[src/inc/dcdbs_pkg.sv]
// =====================================================================
// shared constants and types of the command decoder
package dcdbs_pkg;

  // =====================================================================
  // pin widths and field positions
  localparam int ADDR_W = 14;
  localparam int BA_W = 3;
  localparam int NBANK = 8;
  localparam int BST_W = 3;
  localparam int A10_BIT = 10;
  localparam int CNT_W = 8;

  // =====================================================================
  // timing, as printed, and derived cycle counts (least times round up)
  localparam int CLK_MHZ = 100;
  localparam int T_RCD_NS = 15;
  localparam int T_RP_NS = 15;
  localparam int T_RFC_NS = 195;
  localparam int T_XSNR_NS = 205;
  localparam int T_MRD_CK = 2;
  localparam logic [CNT_W-1:0] RCD_CYC = CNT_W'((T_RCD_NS * CLK_MHZ + 999) / 1000);
  localparam logic [CNT_W-1:0] RP_CYC = CNT_W'((T_RP_NS * CLK_MHZ + 999) / 1000);
  localparam logic [CNT_W-1:0] RFC_CYC = CNT_W'((T_RFC_NS * CLK_MHZ + 999) / 1000);
  localparam logic [CNT_W-1:0] XSNR_CYC = CNT_W'((T_XSNR_NS * CLK_MHZ + 999) / 1000);
  localparam logic [CNT_W-1:0] MRD_CYC = CNT_W'(T_MRD_CK);

  // =====================================================================
  // command encodings, decoded form
  typedef enum logic [3:0] {
    CMD_NOP = 4'h0,
    CMD_DESEL = 4'h1,
    CMD_MRS = 4'h2,
    CMD_REF = 4'h3,
    CMD_SRE = 4'h4,
    CMD_SRX = 4'h5,
    CMD_PDE = 4'h6,
    CMD_PDX = 4'h7,
    CMD_PRE = 4'h8,
    CMD_PREA = 4'h9,
    CMD_ACT = 4'ha,
    CMD_RD = 4'hb,
    CMD_WR = 4'hc,
    CMD_RSVD = 4'hd
  } dcdbs_cmd_e;

  // per-bank state
  typedef enum logic [2:0] {
    B_IDLE = 3'h0,
    B_ACTING = 3'h1,
    B_ACTIVE = 3'h2,
    B_READ = 3'h3,
    B_WRITE = 3'h4,
    B_RD_AP = 3'h5,
    B_WR_AP = 3'h6,
    B_PRECH = 3'h7
  } dcdbs_bank_e;

  // device-wide state
  typedef enum logic [2:0] {
    G_NORMAL = 3'h0,
    G_REFRESH = 3'h1,
    G_MRD = 3'h2,
    G_SELF = 3'h3,
    G_XSNR = 3'h4,
    G_PDOWN = 3'h5
  } dcdbs_glob_e;

  // =====================================================================
  // pin codes {cs_n, ras_n, cas_n, we_n}
  localparam logic [3:0] CODE_MRS = 4'h0;
  localparam logic [3:0] CODE_REF = 4'h1;
  localparam logic [3:0] CODE_PRE = 4'h2;
  localparam logic [3:0] CODE_ACT = 4'h3;
  localparam logic [3:0] CODE_WR = 4'h4;
  localparam logic [3:0] CODE_RD = 4'h5;
  localparam logic [3:0] CODE_NOP = 4'h7;
  localparam logic [3:0] CODE_DESEL = 4'hf;

  // pin code for a command; cke-only commands travel as deselect
  function automatic logic [3:0] dcdbs_code(input dcdbs_cmd_e c);
    case (c)
      CMD_MRS: dcdbs_code = CODE_MRS;
      CMD_REF, CMD_SRE: dcdbs_code = CODE_REF;
      CMD_PRE, CMD_PREA: dcdbs_code = CODE_PRE;
      CMD_ACT: dcdbs_code = CODE_ACT;
      CMD_WR: dcdbs_code = CODE_WR;
      CMD_RD: dcdbs_code = CODE_RD;
      CMD_NOP: dcdbs_code = CODE_NOP;
      default: dcdbs_code = CODE_DESEL;
    endcase
  endfunction

endpackage

[src/inc/dcdbs_if.sv]
`timescale 1ns/10ps
// =====================================================================
// command pins between controller and device
interface dcdbs_if;
  logic cke;
  logic cs_n;
  logic ras_n;
  logic cas_n;
  logic we_n;
  logic [dcdbs_pkg::BA_W-1:0] ba;
  logic [dcdbs_pkg::ADDR_W-1:0] addr;
  logic odt;

  modport ctrl (output cke, cs_n, ras_n, cas_n, we_n, ba, addr, odt);
  modport dev (input cke, cs_n, ras_n, cas_n, we_n, ba, addr, odt);
endinterface

[src/dcdbs_device.sv]
// Functional notes
// commands decoded only at rising clock edge
// all-low code with cke high: mode load
// activate row, only into idle bank
// read burst, a10 asks auto precharge
// write burst, a10 asks auto precharge
// precharge one bank, or all with a10
// deselect and nop continue running operation
// refresh with cke falling enters self refresh
// cke edges with nop enter/exit power-down
// odt never alters decoding; off in self refresh
// third bank bit only for large densities
// controller never cuts short bl4 bursts
// legality needs cke high twice, xsnr met
// legality follows the target bank's state
// idle bank accepts activate; refresh needs idle
// row-active bank takes read, write, precharge
// reading bank takes read, write, precharge
// writing bank takes read, write, precharge
// transient bank gets only nop from controller
// activate and precharge transients end timed
// after refresh only nop until trfc
// refresh/mode load only with banks idle
`timescale 1ns/10ps
// =====================================================================
// device end: command decode and per-bank legality
module dcdbs_device #(
  parameter int BURST_LEN = 4,
  parameter bit BIG_DENSITY = 1'b1
) (
  // clock and reset
  input wire logic clk_sys_i,
  input wire logic srst_i,
  // command pins
  dcdbs_if.dev pins,
  // decoded command report
  output dcdbs_pkg::dcdbs_cmd_e cmd_o,
  output logic cmd_valid_o,
  output logic illegal_o,
  output logic [dcdbs_pkg::BA_W-1:0] cmd_bank_o,
  output logic [dcdbs_pkg::ADDR_W-1:0] cmd_addr_o,
  output logic auto_pre_o,
  // device state
  output logic [dcdbs_pkg::NBANK*dcdbs_pkg::BST_W-1:0] bank_state_o,
  output logic self_refresh_o,
  output logic power_down_o,
  output logic odt_en_o
);

  localparam int NB = dcdbs_pkg::NBANK;
  localparam int CW = dcdbs_pkg::CNT_W;
  localparam logic [CW-1:0] BURST_CYC = CW'(BURST_LEN / 2);

  if (BURST_LEN != 4 && BURST_LEN != 8) begin : g_chk
    $error("BURST_LEN must be 4 or 8");
  end

  // =====================================================================
  // decode
  dcdbs_pkg::dcdbs_glob_e glob_r;
  dcdbs_pkg::dcdbs_bank_e bank_st [NB];
  dcdbs_pkg::dcdbs_cmd_e base;
  dcdbs_pkg::dcdbs_cmd_e cmd;
  logic [CW-1:0] gcnt_r;
  logic cke_prev_r;
  logic [dcdbs_pkg::BA_W-1:0] bsel;
  logic a10;
  logic nopish;
  logic all_idle;
  logic pre_ok_all;
  logic tgt_open;
  logic legal;
  logic exec;

  assign a10 = pins.addr[dcdbs_pkg::A10_BIT];
  // small parts ignore the top bank bit
  assign bsel = BIG_DENSITY ? pins.ba : {1'b0, pins.ba[1:0]};

  // pin code to command; odt takes no part here
  always_comb begin
    base = dcdbs_pkg::CMD_RSVD;
    if (pins.cs_n) begin
      base = dcdbs_pkg::CMD_DESEL;
    end else begin
      case ({pins.ras_n, pins.cas_n, pins.we_n}) // see R1
        3'h0: base = dcdbs_pkg::CMD_MRS;
        3'h1: base = dcdbs_pkg::CMD_REF;
        3'h2: base = a10 ? dcdbs_pkg::CMD_PREA : dcdbs_pkg::CMD_PRE;
        3'h3: base = dcdbs_pkg::CMD_ACT;
        3'h4: base = dcdbs_pkg::CMD_WR;
        3'h5: base = dcdbs_pkg::CMD_RD;
        3'h7: base = dcdbs_pkg::CMD_NOP;
        default: base = dcdbs_pkg::CMD_RSVD;
      endcase
    end
  end

  assign nopish = (base == dcdbs_pkg::CMD_NOP) || (base == dcdbs_pkg::CMD_DESEL);

  // bank summaries for device-wide commands
  always_comb begin
    all_idle = 1'b1;
    pre_ok_all = 1'b1;
    for (int i = 0; i < NB; i++) begin
      if (bank_st[i] != dcdbs_pkg::B_IDLE) begin
        all_idle = 1'b0;
      end
      // every bank closed by precharge-all must be precharge-ready
      if (!(bank_st[i] inside {dcdbs_pkg::B_IDLE, dcdbs_pkg::B_ACTIVE, dcdbs_pkg::B_READ, dcdbs_pkg::B_WRITE})) begin
        pre_ok_all = 1'b0;
      end
    end
  end

  // target bank holds an open row and is not in a transient
  assign tgt_open = bank_st[bsel] inside {dcdbs_pkg::B_ACTIVE, dcdbs_pkg::B_READ, dcdbs_pkg::B_WRITE};

  // command from pins and cke history, with its legality
  always_comb begin
    cmd = dcdbs_pkg::CMD_NOP;
    legal = 1'b1;
    if (cke_prev_r && pins.cke) begin
      cmd = base;
      case (base)
        dcdbs_pkg::CMD_NOP, dcdbs_pkg::CMD_DESEL: legal = 1'b1;
        dcdbs_pkg::CMD_MRS, dcdbs_pkg::CMD_REF: legal = all_idle;
        dcdbs_pkg::CMD_ACT: legal = bank_st[bsel] == dcdbs_pkg::B_IDLE;
        // row-active, read and write states share the same set
        dcdbs_pkg::CMD_RD, dcdbs_pkg::CMD_WR, dcdbs_pkg::CMD_PRE: legal = tgt_open; // see R16 see R17
        dcdbs_pkg::CMD_PREA: legal = pre_ok_all;
        default: legal = 1'b0;
      endcase
      // during refresh, mode wait and exit recovery only nop or deselect passes
      if (glob_r != dcdbs_pkg::G_NORMAL && !nopish) begin
        legal = 1'b0;
      end
    end else if (cke_prev_r && !pins.cke) begin
      if (base == dcdbs_pkg::CMD_REF) begin
        cmd = dcdbs_pkg::CMD_SRE;
        legal = glob_r == dcdbs_pkg::G_NORMAL && all_idle;
      end else if (nopish) begin
        cmd = dcdbs_pkg::CMD_PDE;
        legal = glob_r == dcdbs_pkg::G_NORMAL;
      end else begin
        cmd = base;
        legal = 1'b0;
      end
    end else if (!cke_prev_r && pins.cke) begin
      cmd = (glob_r == dcdbs_pkg::G_SELF) ? dcdbs_pkg::CMD_SRX : dcdbs_pkg::CMD_PDX;
      legal = nopish;
    end
  end

  // illegal commands leave all state alone, save the cke-rise exit from self refresh or power-down
  assign exec = legal && (cmd != dcdbs_pkg::CMD_NOP) && (cmd != dcdbs_pkg::CMD_DESEL);

  // =====================================================================
  // device-wide state
  always_ff @(posedge clk_sys_i) begin
    if (srst_i) begin
      cke_prev_r <= 1'b1;
    end else begin
      cke_prev_r <= pins.cke;
    end
  end

  // timed states leave when the count reaches one, giving n full cycles
  always_ff @(posedge clk_sys_i) begin
    if (srst_i) begin
      glob_r <= dcdbs_pkg::G_NORMAL;
      gcnt_r <= '0;
      self_refresh_o <= 1'b0;
      power_down_o <= 1'b0;
    end else begin
      case (glob_r)
        dcdbs_pkg::G_NORMAL: begin
          if (exec && cmd == dcdbs_pkg::CMD_REF) begin
            glob_r <= dcdbs_pkg::G_REFRESH;
            gcnt_r <= dcdbs_pkg::RFC_CYC - 1'b1;
          end else if (exec && cmd == dcdbs_pkg::CMD_MRS) begin
            glob_r <= dcdbs_pkg::G_MRD;
            gcnt_r <= dcdbs_pkg::MRD_CYC - 1'b1;
          end else if (exec && cmd == dcdbs_pkg::CMD_SRE) begin
            glob_r <= dcdbs_pkg::G_SELF;
            self_refresh_o <= 1'b1;
          end else if (exec && cmd == dcdbs_pkg::CMD_PDE) begin
            glob_r <= dcdbs_pkg::G_PDOWN;
            power_down_o <= 1'b1;
          end
        end
        dcdbs_pkg::G_REFRESH, dcdbs_pkg::G_MRD, dcdbs_pkg::G_XSNR: begin
          if (gcnt_r <= 1) begin
            glob_r <= dcdbs_pkg::G_NORMAL;
            gcnt_r <= '0;
          end else begin
            gcnt_r <= gcnt_r - 1'b1;
          end
        end
        // exit is taken on cke alone, whatever the encoding
        dcdbs_pkg::G_SELF: begin
          if (cmd == dcdbs_pkg::CMD_SRX) begin
            glob_r <= dcdbs_pkg::G_XSNR; // see R8
            gcnt_r <= dcdbs_pkg::XSNR_CYC - 1'b1;
            self_refresh_o <= 1'b0;
          end
        end
        dcdbs_pkg::G_PDOWN: begin
          if (cmd == dcdbs_pkg::CMD_PDX) begin
            glob_r <= dcdbs_pkg::G_NORMAL;
            power_down_o <= 1'b0;
          end
        end
        default: glob_r <= dcdbs_pkg::G_NORMAL;
      endcase
    end
  end

  // =====================================================================
  // per-bank state machines
  for (genvar b = 0; b < NB; b++) begin : g_bank
    dcdbs_pkg::dcdbs_bank_e st_r;
    logic [CW-1:0] cnt_r;
    logic hit;
    assign hit = exec && bsel == dcdbs_pkg::BA_W'(b);
    assign bank_st[b] = st_r;
    assign bank_state_o[b*dcdbs_pkg::BST_W +: dcdbs_pkg::BST_W] = st_r;

    always_ff @(posedge clk_sys_i) begin
      if (srst_i) begin
        st_r <= dcdbs_pkg::B_IDLE;
        cnt_r <= '0;
      end else if ((exec && cmd == dcdbs_pkg::CMD_PREA && st_r != dcdbs_pkg::B_IDLE) ||
                   (hit && cmd == dcdbs_pkg::CMD_PRE)) begin
        st_r <= dcdbs_pkg::B_PRECH; // see R6
        cnt_r <= dcdbs_pkg::RP_CYC - 1'b1;
      end else if (hit && cmd == dcdbs_pkg::CMD_ACT) begin
        st_r <= dcdbs_pkg::B_ACTING;
        cnt_r <= dcdbs_pkg::RCD_CYC - 1'b1;
      end else if (hit && cmd == dcdbs_pkg::CMD_RD) begin
        st_r <= a10 ? dcdbs_pkg::B_RD_AP : dcdbs_pkg::B_READ;
        cnt_r <= BURST_CYC - 1'b1;
      end else if (hit && cmd == dcdbs_pkg::CMD_WR) begin
        st_r <= a10 ? dcdbs_pkg::B_WR_AP : dcdbs_pkg::B_WRITE;
        cnt_r <= BURST_CYC - 1'b1;
      end else begin
        // nop, deselect and other banks' commands let timers run on
        case (st_r)
          dcdbs_pkg::B_ACTING, dcdbs_pkg::B_READ, dcdbs_pkg::B_WRITE: begin
            if (cnt_r <= 1) begin
              st_r <= dcdbs_pkg::B_ACTIVE;
            end else begin
              cnt_r <= cnt_r - 1'b1;
            end
          end
          dcdbs_pkg::B_RD_AP, dcdbs_pkg::B_WR_AP: begin
            if (cnt_r <= 1) begin
              st_r <= dcdbs_pkg::B_PRECH;
              cnt_r <= dcdbs_pkg::RP_CYC - 1'b1;
            end else begin
              cnt_r <= cnt_r - 1'b1;
            end
          end
          dcdbs_pkg::B_PRECH: begin
            if (cnt_r <= 1) begin
              st_r <= dcdbs_pkg::B_IDLE;
            end else begin
              cnt_r <= cnt_r - 1'b1;
            end
          end
          default: cnt_r <= '0;
        endcase
      end
    end
  end

  // =====================================================================
  // registered report of each edge's command
  always_ff @(posedge clk_sys_i) begin
    if (srst_i) begin
      cmd_o <= dcdbs_pkg::CMD_NOP;
      cmd_valid_o <= 1'b0;
      illegal_o <= 1'b0;
      cmd_bank_o <= '0;
      cmd_addr_o <= '0;
      auto_pre_o <= 1'b0;
      odt_en_o <= 1'b0;
    end else begin
      cmd_o <= cmd;
      cmd_valid_o <= exec;
      illegal_o <= !legal;
      cmd_bank_o <= bsel;
      cmd_addr_o <= pins.addr;
      auto_pre_o <= a10;
      odt_en_o <= pins.odt && glob_r != dcdbs_pkg::G_SELF;
    end
  end

endmodule

[src/flat_wrapper.sv]
// flat-port wrapper written by rule: the top's interface ports become plain ports
module dcdbs_device_flat 
#(
  parameter int BURST_LEN = 4,
  parameter bit BIG_DENSITY = 1'b1
)
  (clk_sys_i, srst_i, cmd_o, cmd_valid_o, illegal_o, cmd_bank_o, cmd_addr_o, auto_pre_o, bank_state_o, self_refresh_o, power_down_o, odt_en_o, pins_cke, pins_cs_n, pins_ras_n, pins_cas_n, pins_we_n, pins_ba, pins_addr, pins_odt);
  dcdbs_if pins_i ();
  input wire logic clk_sys_i;
  input wire logic srst_i;
  output dcdbs_pkg::dcdbs_cmd_e cmd_o;
  output logic cmd_valid_o;
  output logic illegal_o;
  output logic [dcdbs_pkg::BA_W-1:0] cmd_bank_o;
  output logic [dcdbs_pkg::ADDR_W-1:0] cmd_addr_o;
  output logic auto_pre_o;
  output logic [dcdbs_pkg::NBANK*dcdbs_pkg::BST_W-1:0] bank_state_o;
  output logic self_refresh_o;
  output logic power_down_o;
  output logic odt_en_o;
  input wire logic [$bits(pins_i.cke)-1:0] pins_cke;
  input wire logic [$bits(pins_i.cs_n)-1:0] pins_cs_n;
  input wire logic [$bits(pins_i.ras_n)-1:0] pins_ras_n;
  input wire logic [$bits(pins_i.cas_n)-1:0] pins_cas_n;
  input wire logic [$bits(pins_i.we_n)-1:0] pins_we_n;
  input wire logic [$bits(pins_i.ba)-1:0] pins_ba;
  input wire logic [$bits(pins_i.addr)-1:0] pins_addr;
  input wire logic [$bits(pins_i.odt)-1:0] pins_odt;
  assign pins_i.cke = pins_cke;
  assign pins_i.cs_n = pins_cs_n;
  assign pins_i.ras_n = pins_ras_n;
  assign pins_i.cas_n = pins_cas_n;
  assign pins_i.we_n = pins_we_n;
  assign pins_i.ba = pins_ba;
  assign pins_i.addr = pins_addr;
  assign pins_i.odt = pins_odt;
  dcdbs_device #(.BURST_LEN(BURST_LEN), .BIG_DENSITY(BIG_DENSITY)) u_core (.clk_sys_i(clk_sys_i), .srst_i(srst_i), .pins(pins_i), .cmd_o(cmd_o), .cmd_valid_o(cmd_valid_o), .illegal_o(illegal_o), .cmd_bank_o(cmd_bank_o), .cmd_addr_o(cmd_addr_o), .auto_pre_o(auto_pre_o), .bank_state_o(bank_state_o), .self_refresh_o(self_refresh_o), .power_down_o(power_down_o), .odt_en_o(odt_en_o));
endmodule
[config.mk]
export PLATFORM = sky130hd
export DESIGN_NAME = dcdbs_device_flat
export DESIGN_NICKNAME = d
export VERILOG_FILES = /design/src/inc/dcdbs_pkg.sv /design/src/inc/dcdbs_if.sv /design/src/dcdbs_device.sv /design/src/flat_wrapper.sv
export SDC_FILE = /design/constraint.sdc
export NUM_CORES = 1
export LEC_CHECK = 0
export BUFFER_PORTS_ARGS = -buffer_cell sky130_fd_sc_hd__clkbuf_2
export CAP_MARGIN = 20
export CORE_MARGIN = 4
export CORE_UTILIZATION = 60
export DETAILED_ROUTE_END_ITERATION = 7
export PLACE_DENSITY_LB_ADDON = 0.05
export SLEW_MARGIN = 0
export SYNTH_ARGS = -nofsm -noshare
export SYNTH_HDL_FRONTEND = slang
export SYNTH_SLANG_ARGS = --single-unit
[constraint.sdc]
create_clock -name clk_sys_i -period 6.7 [get_ports clk_sys_i]
set_clock_uncertainty 0.05 [all_clocks]
set_input_delay 0.67 -clock clk_sys_i [delete_from_list [all_inputs] [get_ports clk_sys_i]]
set_output_delay 0.67 -clock clk_sys_i [all_outputs]
set_load 0.01 [all_outputs]
# Word level (Yosys, flattened, before mapping)
# Cells that the tools add are included.
dict set report totals {
  regBits 127
  word_cells 550
  output_inout_bits 51
}
dict set report op_classes {
  bitwise 1
  n_reduce_logical 165
  eq_ne 148
  magnitude_cmp 10
  n_addsub 9
  mux 181
}
# operator n
set op_table {}
lappend op_table {{two-way mux 3 bit} 66}
lappend op_table {{two-way mux 8 bit} 20}
lappend op_table {{!= test 6 x 1 -> 1 bit, second input constant} 24}
lappend op_table {{one-hot mux 8 bit (2 select lines)} 8}
lappend op_table {{== test 3 bit, second input constant} 42}
lappend op_table {{== test 3 x 2 -> 1 bit, second input constant} 24}
lappend op_table {{<= comparator 8 x 1 -> 1 bit, second input constant} 9}
lappend op_table {{one-hot mux 3 bit (3 select lines)} 8}
lappend op_table {{subtractor 8 x 1 -> 8 bit, second input constant} 9}
lappend op_table {{two-way mux 1 bit} 64}
lappend op_table {{logical AND 1 bit} 61}
lappend op_table {{nonzero test 7 bit} 8}
lappend op_table {{!= test 6 x 2 -> 1 bit, second input constant} 8}
lappend op_table {{== test 4 bit, second input constant} 10}
lappend op_table {{OR reduction 5 bit} 8}
lappend op_table {{logical NOT 3 bit} 12}
lappend op_table {{AND reduction 4 bit} 9}
lappend op_table {{nonzero test 4 bit} 9}
lappend op_table {{== test 3 x 1 -> 1 bit, second input constant} 11}
lappend op_table {{nonzero test 3 bit} 11}
lappend op_table {{OR reduction 4 bit} 8}
lappend op_table {{OR reduction 3 bit} 10}
lappend op_table {{!= test 2 bit, second input constant} 14}
lappend op_table {{one-hot mux 4 bit (7 select lines)} 1}
lappend op_table {{other kinds (25)} 60}

# Logic depth before layout (Yosys ltp)
# Gate-level depths: netlist of run 1.
dict set report depth {
  word_depth 21
  depth_mapped 12
}

# Least setup slack after synthesis of run 1
# Ideal clock, no wire load.
dict set report synth_path {
  kind {input -> register}
  start {input port pins_ba[1]}
  end {register u_core.g_bank[2].st_r[1]}
  required_ns 6.562
  setup_ns 0.088
  path_slack_ns 3.609
  path_buffers 2
  arrival_time_ns 2.954
  stages 10
  path_cell_list {buf_6 mux4_2 mux2i_4 a21oi_1 o2bb2ai_2 or4b_4 buf_6 a31o_2 and4_4 nor4_4}
}
dict set report synth_via {
  elab_chain_cells 17
  word_cells_on_any_way 32
}
# item line
set synth_rtl {}
lappend synth_rtl {{start: declaration} flat_wrapper.sv:26} ;# input wire logic [$bits(pins_i.ba)-1:0] pins_ba;
lappend synth_rtl {{inverter 3 -> 4 bit (implied by the code)} {dcdbs_device.sv:116, dcdbs_device.sv:127}}
lappend synth_rtl {{binary-select mux 3 bit (select 3 bit)} {dcdbs_device.sv:116, dcdbs_device.sv:127}}
lappend synth_rtl {{two-way mux 3 bit (implied by the code) (2 in series)} {dcdbs_device.sv:116, dcdbs_device.sv:127}}
lappend synth_rtl {{== test 3 x 2 -> 1 bit / == test 3 bit (equally long branches)} dcdbs_device.sv:116} ;# assign tgt_open = bank_st[bsel] inside {dcdbs_pkg::B_ACTIVE, dcdbs_pkg::B_READ, dcdbs_pkg::B_WRITE};
lappend synth_rtl {{nonzero test 3 bit} dcdbs_device.sv:116}
lappend synth_rtl {{one-hot mux 1 bit (5 select lines)} dcdbs_device.sv:124} ;# case (base)
lappend synth_rtl {{two-way mux 1 bit} dcdbs_device.sv:134} ;# if (glob_r != dcdbs_pkg::G_NORMAL && !nopish) begin
lappend synth_rtl {{two-way mux 1 bit} dcdbs_device.sv:122} ;# if (cke_prev_r && pins.cke) begin
lappend synth_rtl {{logical AND 1 bit (2 in series)} dcdbs_device.sv:155} ;# assign exec = legal && (cmd != dcdbs_pkg::CMD_NOP) && (cmd != dcdbs_pkg::CMD_DESEL);
lappend synth_rtl {{logical AND 1 bit} dcdbs_device.sv:224} ;# assign hit = exec && bsel == dcdbs_pkg::BA_W'(b);
lappend synth_rtl {{logical AND 1 bit} dcdbs_device.sv:242} ;# end else if (hit && cmd == dcdbs_pkg::CMD_WR) begin
lappend synth_rtl {{two-way mux 3 bit} dcdbs_device.sv:242}
lappend synth_rtl {{two-way mux 3 bit} dcdbs_device.sv:239} ;# end else if (hit && cmd == dcdbs_pkg::CMD_RD) begin
lappend synth_rtl {{two-way mux 3 bit} dcdbs_device.sv:236} ;# end else if (hit && cmd == dcdbs_pkg::CMD_ACT) begin
lappend synth_rtl {{two-way mux 3 bit} dcdbs_device.sv:232} ;# end else if ((exec && cmd == dcdbs_pkg::CMD_PREA && st_r != dcdbs_pkg::B_IDLE) ||
lappend synth_rtl {{end signal: assignment} dcdbs_device.sv:237} ;# st_r <= dcdbs_pkg::B_ACTING;
lappend synth_rtl {{end signal: assignment} dcdbs_device.sv:240} ;# st_r <= a10 ? dcdbs_pkg::B_RD_AP : dcdbs_pkg::B_READ;
lappend synth_rtl {{end signal: assignment} dcdbs_device.sv:243} ;# st_r <= a10 ? dcdbs_pkg::B_WR_AP : dcdbs_pkg::B_WRITE;
lappend synth_rtl {{end: declaration} dcdbs_device.sv:221} ;# dcdbs_pkg::dcdbs_bank_e st_r;
# Several ways; a longest one is shown, not always the timed one. The select of a mux whose other input is x is not followed.
# A chain may end at the register's enable or synchronous reset.

# Final worst setup path of run 1
dict set report layout_path {
  start {register u_core.g_bank[3].st_r[2]}
  end {register u_core.g_bank[0].st_r[0]}
}
dict set report layout_via {
  elab_chain_cells 18
  word_cells_on_any_way 49
}
# item line
set layout_rtl {}
lappend layout_rtl {{start: declaration} dcdbs_device.sv:221}
lappend layout_rtl {{start signal: assignment} dcdbs_device.sv:230} ;# st_r <= dcdbs_pkg::B_IDLE;
lappend layout_rtl {{start signal: assignment} dcdbs_device.sv:234} ;# st_r <= dcdbs_pkg::B_PRECH;
lappend layout_rtl {{start signal: assignment} dcdbs_device.sv:237}
lappend layout_rtl {{== test 3 x 2 -> 1 bit, or another cell as far along} dcdbs_device.sv:109} ;# if (!(bank_st[i] inside {dcdbs_pkg::B_IDLE, dcdbs_pkg::B_ACTIVE, dcdbs_pkg::B_READ, dcdbs_pkg::B_WRITE})) begi ...
lappend layout_rtl {{nonzero test 4 bit / two-way mux 1 bit (equally long branches)} {dcdbs_device.sv:109, dcdbs_device.sv:105}}
lappend layout_rtl {{two-way mux 1 bit (on tied branches) (4 in series)} {dcdbs_device.sv:109, dcdbs_device.sv:105}}
lappend layout_rtl {{two-way mux 1 bit / logical AND 1 bit (equally long branches)} {dcdbs_device.sv:109, dcdbs_device.sv:140}}
lappend layout_rtl {{one-hot mux 1 bit (5 select lines) / two-way mux 1 bit (equally long branches)} {dcdbs_device.sv:124, dcdbs_device.sv:138}}
lappend layout_rtl {{two-way mux 1 bit (on tied branches)} {dcdbs_device.sv:134, dcdbs_device.sv:137}}
lappend layout_rtl {{two-way mux 1 bit (*)} dcdbs_device.sv:122}
lappend layout_rtl {{logical AND 1 bit (*) (2 in series)} dcdbs_device.sv:155}
lappend layout_rtl {{logical AND 1 bit} dcdbs_device.sv:224}
lappend layout_rtl {{logical AND 1 bit} dcdbs_device.sv:242}
lappend layout_rtl {{two-way mux 3 bit} dcdbs_device.sv:242}
lappend layout_rtl {{two-way mux 3 bit} dcdbs_device.sv:239}
lappend layout_rtl {{two-way mux 3 bit} dcdbs_device.sv:236}
lappend layout_rtl {{two-way mux 3 bit} dcdbs_device.sv:232}
lappend layout_rtl {{end signal: assignment} dcdbs_device.sv:237}
lappend layout_rtl {{end signal: assignment} dcdbs_device.sv:240}
lappend layout_rtl {{end signal: assignment} dcdbs_device.sv:243}
lappend layout_rtl {{end: declaration} dcdbs_device.sv:221}
# Every way passes the cells marked *; elsewhere a longest branch is shown, timed or not. The select of a mux whose other input is x is not followed.

==> impl_metrics.toml, run 1 <==
[route]
drc = 0
vias = 7817
wl_per_cell_um = 17.3
met2_wirelength_um = 9740
wl_met1_um = 9530
drt_iter0_markers = 965
routed_wl_um = 21500
highest_layer = "met4"
via_per_inst = 6.28
wl_met3_um = 1750
firstDrtPassIters = 6
postRouteAntennaNets = 0

[yosys]
ys_warn_count = 0
synth_cells = 1031
synth_top_area_cell = "dfxtp_1"
syn_area_per_cell_um2 = 7.70
synth_nets = 1074
synth_top_area_share_pct = 31.8
synthesis.area_um2 = 7940
synth_edf_count = 0
synthTopCellsByArea = "dfxtp_1, nor2_1, a21oi_1"
synth-seq-cells = 126
synth_ff_type = "dfxtp_1"
async_reset_ff_share_pct = 0
synth_cell_types = 91
seq_area_frac_synth_pct = 31.8

[power]
switchingPower_w = 0.00158
p_sw_share_pct = 43.6
p_seq_share_pct = 31.1
p_comb_share_pct = 45.9
ir_drop_mv = 0.306
power_w = 0.00363
p_clk_share_pct = 23.0
p_int_w = 0.00205
power.density_nw_per_um2 = 413
p_leak_nw = 3.42

[setup_path]
slowest_stage = "nor4b_4"
cp_slowest_stage_delay_ns = 0.63
crit_buf_inv = 3
crit_top_cell = "buf_4"
reg2reg_depth = 10
startpoint = "u_core.g_bank[3].st_r[2]"
cp-start-kind = "flip-flop"
crit_family = "compound AO/OA/AOI/OAI gates"
worstPathArrival_ns = 3.95
r2r-end = "u_core.g_bank[0].st_r[0]"
cp-end-kind = "flip-flop"
cp_cell_sequence = "inv_1 > o221ai_1 > nor4b_1 > a2111oi_0 > nor4b_4 > buf_4 > nor2_1 > buf_4 > a41o_1 > a221oi_1"
r2r_start = "u_core.g_bank[3].st_r[2]"
r2r_slack_ns = 3.03
crit_type = "flip-flop to flip-flop"
required_ns = 6.98
path_max_fanout = 21

[clocking]
holdBufCountCts = 0
numCtsBuffers = 17
clk_path_buf_depth = 2
h-tree-depth = 4
cts_sinks = 126
cts_setup_buffers = 0
root_buffer = "clkbuf_16"
clock_latency_ns = 0.43
ctsResizeCount = 0
path_clk_slew_ns = 0.06
tritoncts = "yes"

[timing]
maxSlewViolCount = 0
hold_viol = 0
rsz0062_at_grt = "false"
max_slew_margin_pct = 30.8
fin_crit_sh_pct = 54.7
setup_viol = 0
fmax_ghz = 0.273
tns_ns = 0
worstMarginPinSlew_ns = 1.03
layout_min_cycle_time_ns = 3.67

[placed_design]
finalWeightedCongestion = 0.984
io_buffer_count = 75
place_hpwl_um = 15000
placedCellCount = 1212

[floorplanning]
initial_utilization_pct = 62.2
pin_count = 76
num_rows = 41
dieHeight_um = 123
core_region_area_um2 = 12800
dieWidth_um = 123
die_area_um2 = 15100

[finish]
drive_gt1_share_pct = 13.1
antenna_cells = 0
regArea_um2 = 2520
fin_nets = 1102
nFillCells = 1139
final_cell_count_no_fill = 1244
multi_input_area_um2 = 4940
areaGrowthSynthToFinish_pct = 10.7

[outcome]
run_status = "finished clean"

[min_path]
min_path_type = "input port to flip-flop"
hold_start = "pins_addr[1]"
min_to = "u_core.cmd_addr_o[1]"
whs_path_depth = 2

[global_route]
track_usage_pct = 29.1
antenna_found_initial = 0
grt.overflow.total = 0
grt_pass1_vias = 7265
grt_pass1_wl_um = 35500
grt_max_degree = 47

[job]
drv_cap = 0
==> flip-flops by register name (all words and copies together) (netlist names), 3 cells and up <==
register             count
u_core.gcnt_r            8
u_core.cmd_o             4
u_core.glob_r            3
u_core.g_bank.st_r      24
u_core.g_bank.cnt_r     64
u_core.cmd_bank_o        3
u_core.cmd_addr_o       14
==> worst max-delay path by stage <==
stage	to	slack, ns	cells past startpoint
finish	u_core.g_bank[0].st_r[0]	3.03	10
global route	u_core.g_bank[0].st_r[0]	2.60	10
CTS	u_core.g_bank[1].st_r[1]	3.09	10
detailed placement	u_core.g_bank[0].st_r[0]	2.75	11
global placement	u_core.g_bank[0].st_r[2]	2.78	11
floorplan	u_core.g_bank[2].st_r[1]	3.61	10
==> cell usage in the layout, fill, tap and decap left out, drive strengths merged, types with 5 or more instances in the layout <==
| cell | count |
|---|---|
| clkbuf | 91 |
| a21oi | 61 |
| a221oi | 10 |
| nor4b | 5 |
| a311oi | 9 |
| ha | 18 |
| xnor2 | 31 |
| o211a | 5 |
| nor2b | 25 |
| buf | 5 |
| nor3 | 47 |
| xor2 | 17 |
| mux2i | 9 |
| dfxtp | 126 |
| nand2 | 75 |
| a211oi | 14 |
| nor4 | 29 |
| clkinv | 5 |
| nand3 | 28 |
| a2111oi | 5 |
| o22ai | 19 |
| and2 | 10 |
| o211ai | 12 |
| a31o | 5 |
| o21ai | 61 |
| nand2b | 21 |
| or3 | 12 |
| inv | 47 |
| or4 | 10 |
| clkinvlp | 7 |
| and3 | 5 |
| nand4 | 12 |
| nor2 | 131 |
| o21a | 9 |
| a31oi | 21 |
| o31ai | 8 |
==> logic make-up after synthesis <==
kind of cell               count (synthesis)  synth area share (%)
xor gates and xnor gates                  48                  5.29
and+or+nand+nor                          423                  26.7
muxes                                     11                  1.86
buffers and inverters                    114                  6.13
adders and majority gates                 18                  2.84
AOI/OAI and AO/OA                        291                  25.4
DFF                                      126                  31.8
==> metrics by stage <==
| stage | setup WS [ns] | cell area, µm² | hold slack (ns) | util (%) |
|---|---|---|---|---|
| global placement | 2.78 | 8250 | 0.406 | 64.6 |
| global route | 2.60 | 8790 | 0.400 | 68.8 |
| detailed placement | 2.75 | 8250 | 0.406 | 64.6 |
| floorplan | 3.61 | 7940 | 0.382 | - |
| finish | 3.03 | 8790 | 0.399 | 68.8 |
| CTS | 3.09 | 8790 | 0.396 | 68.8 |
==> Yosys cell counts (12+ instances only) <==
| library cell | count |
|---|---|
| o211ai_1 | 12 |
| nand3_1 | 28 |
| nor2b_1 | 25 |
| inv_1 | 44 |
| nor2_1 | 131 |
| or3_1 | 12 |
| o21ai_0 | 56 |
| a21oi_1 | 60 |
| buf_2 | 23 |
| a211oi_1 | 14 |
| clkbuf_1 | 41 |
| nor3_1 | 46 |
| nor4_1 | 28 |
| xnor2_1 | 31 |
| nand2_1 | 74 |
| ha_1 | 18 |
| nand4_1 | 12 |
| o22ai_1 | 19 |
| a31oi_1 | 20 |
| dfxtp_1 | 126 |
| nand2b_1 | 21 |
| xor2_1 | 17 |
==> layout make-up <==
cell class | instances | area share (%)
Tap cell | 172 | 2.45
Clock inverter | 15 | 1.31
Inverter | 44 | 1.88
Timing Repair Buffer | 79 | 4.61
Multi-Input combinational cell | 791 | 56.2
Sequential cell | 126 | 28.7
Clock buffer | 17 | 4.84
==> power groups by stage <==
stage | Sequential, W | Combinational (W) | Clock, W
floorplan | 0.00102 | 0.00141 | 0
global placement | 0.00114 | 0.00161 | 0
detailed placement | 0.00114 | 0.00163 | 0
CTS | 0.00112 | 0.00165 | 0.000848
global route | 0.00115 | 0.00186 | 0.000886
finish | 0.00113 | 0.00167 | 0.000837
==> per-layer routing <==
layer  track usage, %  up-vias
li1                 -     3828
met1             39.2     3586
met2             45.4      355
met3             7.00       48
met4             10.6        0
met5                0        -
Power figures use the tool's default switching activity.
==> inputs of run 2 (changes only) <==
Settings changed: ABC_AREA set to 1, CORE_UTILIZATION 60 to 54.
Clock period 6.7 ns to 3.2 ns, I/O delays scaled along.
==> run 2 against run 1 <==
Against the previous run:
- clock-buffer cell count unchanged
- cell count grew 19%
- clock power up 140%
- non-clock buffer count up 11
- synthesized cell count is 16% higher
- core utilization shrank 4.3 points
- power grew 120%
- critical path type unchanged
==> impl_metrics.toml, run 2 <==
[yosys]
synth_top_area_cell = "dfxtp_1"
synth_nets = 1234
synth-seq-cells = 126
synthesis.area_um2 = 7860
post-synth-top-count-cell = "nand2_1"
async_reset_ff_share_pct = 0
synth_cells = 1191
ys_warn_count = 0
synth_cell_types = 50
synth_ff_type = "dfxtp_1"
synth_edf_count = 0
synth_commonest_cells = "nand2_1, nor2_1, inv_1"
synth_top_area_share_pct = 32.1
synthTopCellsByArea = "dfxtp_1, nand2_1, nor2_1"
syn_area_per_cell_um2 = 6.60
seq_area_frac_synth_pct = 32.1

[placed_design]
place_hpwl_um = 14300
place_area_um2 = 8460
placedCellCount = 1443
io_buffer_count = 75
finalWeightedCongestion = 0.933

[outcome]
run_status = "finished clean"

[global_route]
grt_use_met3_pct = 6.02
grt_max_degree = 43
grt_pass1_vias = 7069
grt_use_met2_pct = 39.2
track_usage_pct = 24.0
grt_pass1_wl_um = 32500
grtUsageMet1_pct = 31.1
antenna_found_initial = 0
grt.overflow.total = 0
gr-max-usage-layer = "met2"

[clocking]
clock_latency_ns = 0.43
holdBufCountCts = 0
clk_path_buf_depth = 2
root_buffer = "clkbuf_16"
ctsResizeCount = 0
tritoncts = "yes"
path_clk_slew_ns = 0.06
numCtsBuffers = 17
h-tree-depth = 4
cts_sinks = 126
cts_setup_buffers = 0

[route]
via_per_inst = 5.16
drc = 0
postRouteAntennaNets = 0
vias = 7611
drt_iter0_markers = 456
routed_wl_um = 19100
firstDrtPassIters = 5
wl_per_cell_um = 12.9

[finish]
final_cell_count_no_fill = 1475
drive_gt1_share_pct = 16.2
fin_nets = 1325
antenna_cells = 0
areaGrowthSynthToFinish_pct = 15.3
mostFrequentLayoutCells = "nand2_1, nor2_1, inv_1, dfxtp_1, nand3_1"
layout_commonest_cell = "nand2_1"
largest_reg_flops = 64
design_area_um2 = 9060
regMostFlops = "u_core.g_bank.cnt_r"
top_regs = "u_core.g_bank.cnt_r: 64 flops, u_core.g_bank.st_r: 24 flops, u_core.cmd_addr_o: 14 flops"

[setup_path]
r2r_slack_ns = 0.28
r2r-end = "u_core.g_bank[0].st_r[2]"
cp-end-kind = "flip-flop"
r2r_start = "u_core.g_bank[5].st_r[0]"
required_ns = 3.47
worstPathArrival_ns = 3.19
crit_type = "flip-flop to flip-flop"
cp-start-kind = "flip-flop"
reg2reg_depth = 21
path_max_fanout = 8

[power]
power.density_nw_per_um2 = 885
p_comb_share_pct = 47.4
p_int_w = 0.00453
p_leak_nw = 4.60
ir_drop_mv = 0.533
p_sw_share_pct = 43.6
p_seq_share_pct = 28.1
p_clk_share_pct = 24.5
switchingPower_w = 0.00349

[timing]
setup_viol = 0
fmax_ghz = 0.342
hold_viol = 0
fin_crit_sh_pct = 91.3
layout_min_cycle_time_ns = 2.92
rsz0062_at_grt = "false"
worstMarginPinSlew_ns = 0.590
tns_ns = 0
max_slew_margin_pct = 60.3
maxSlewViolCount = 0

[min_path]
min_path_type = "input port to flip-flop"
hold_start = "pins_addr[7]"
min_to = "u_core.cmd_addr_o[7]"
whs_path_depth = 3

[floorplanning]
initial_utilization_pct = 56.0
dieHeight_um = 129
pin_count = 76
die_area_um2 = 16600
num_rows = 43
dieWidth_um = 129
core_region_area_um2 = 14000

[job]
drv_cap = 0
run 2: cell count changes after synthesis, moves of 15 or more:
cell	previous run	this run
a31oi_1	20	4
buf_2	23	3
clkbuf_1	41	9
inv_1	44	159
nand2_1	74	245
nand2b_1	21	0
nand3_1	28	88
nor2_1	131	208
nor2b_1	25	0
nor4_1	28	1
xnor2_1	31	16
run 2: area by class of cell:
| type | count | area [µm²] |
|---|---|---|
| clock buffer | 17 | 425 |
| clock inverter | 15 | 176 |
| fill | 1344 | 4980 |
| inverter | 177 | 667 |
| multi-input combinational | 870 | 4560 |
| sequential | 126 | 2520 |
| tap | 180 | 225 |
| timing repair buffer | 90 | 488 |
run 2: cells by family (layout without fill, tap and decap cells):
kind of cell	Yosys count	count (layout)	synth area share, %
and+or+nand+nor	682	682	41.3
buffers and inverters	195	299	9.93
AOI/OAI and AO/OA	134	134	9.80
DFF	126	126	32.1
xor gates and xnor gates	36	36	4.01
adders and majority gates	18	18	2.86
run 2: critical path, stage by stage (launching register included):
cell and delay [ns]:
dfxtp_1 0.38, inv_1 0.10, nand2_1 0.09, nor2_1 0.22
nand2_1 0.13, nor2_1 0.14, nand2_1 0.07, nand3_1 0.07
nand2_1 0.05, nand2_1 0.05, o21ai_1 0.09, inv_1 0.18
nand3_4 0.23, buf_4 0.24, nor2_4 0.12, nand2_1 0.07
nand2_1 0.13, nor2_4 0.07, nand2_2 0.09, clkinv_1 0.08
nor2_1 0.12, nor2_1 0.06
run 2: worst max path at each step:
stage | from | to | slack (ns) | cells after the start
2_1_floorplan | u_core.g_bank[1].st_r[0] | u_core.g_bank[0].st_r[0] | 0.87 | 21
3_3_place_gp | pins_ba[0] | u_core.g_bank[6].st_r[2] | 0.24 | 20
3_5_place_dp | pins_ba[0] | u_core.g_bank[6].st_r[2] | 0.27 | 21
4_1_cts | u_core.g_bank[1].st_r[2] | u_core.g_bank[0].st_r[2] | 0.31 | 21
5_1_grt | u_core.g_bank[1].st_r[2] | u_core.g_bank[0].st_r[2] | 0.02 | 21
6_report | u_core.g_bank[5].st_r[0] | u_core.g_bank[0].st_r[2] | 0.28 | 21
run 2: power by group through the flow:
stage | clock [W] | sequential (W) | combinational (W)
CTS | 0.00200 | 0.00225 | 0.00381
floorplan | 0 | 0.00227 | 0.00293
global placement | 0 | 0.00228 | 0.00376
finish | 0.00197 | 0.00225 | 0.00380
detailed placement | 0 | 0.00228 | 0.00377
global route | 0.00208 | 0.00231 | 0.00437
run 2: stage by stage:
step	hold WS [ns]	util [%]	setup slack, ns	power [W]
global route	0.0190	64.5	0.0156	0.00875
floorplan	0.366	-	0.870	0.00519
detailed placement	0.424	60.3	0.268	0.00605
CTS	0.00750	64.5	0.314	0.00806
global placement	0.419	60.3	0.244	0.00604
finish	0.0200	64.5	0.277	0.00802
run 2: routing by layer:
metal / vias to the layer above / share of wire, %
met4: 0 / 2.0
li1: 4017 / -
met2: 168 / 46
met5: - / 0
met1: 3398 / 47
met3: 28 / 5.1
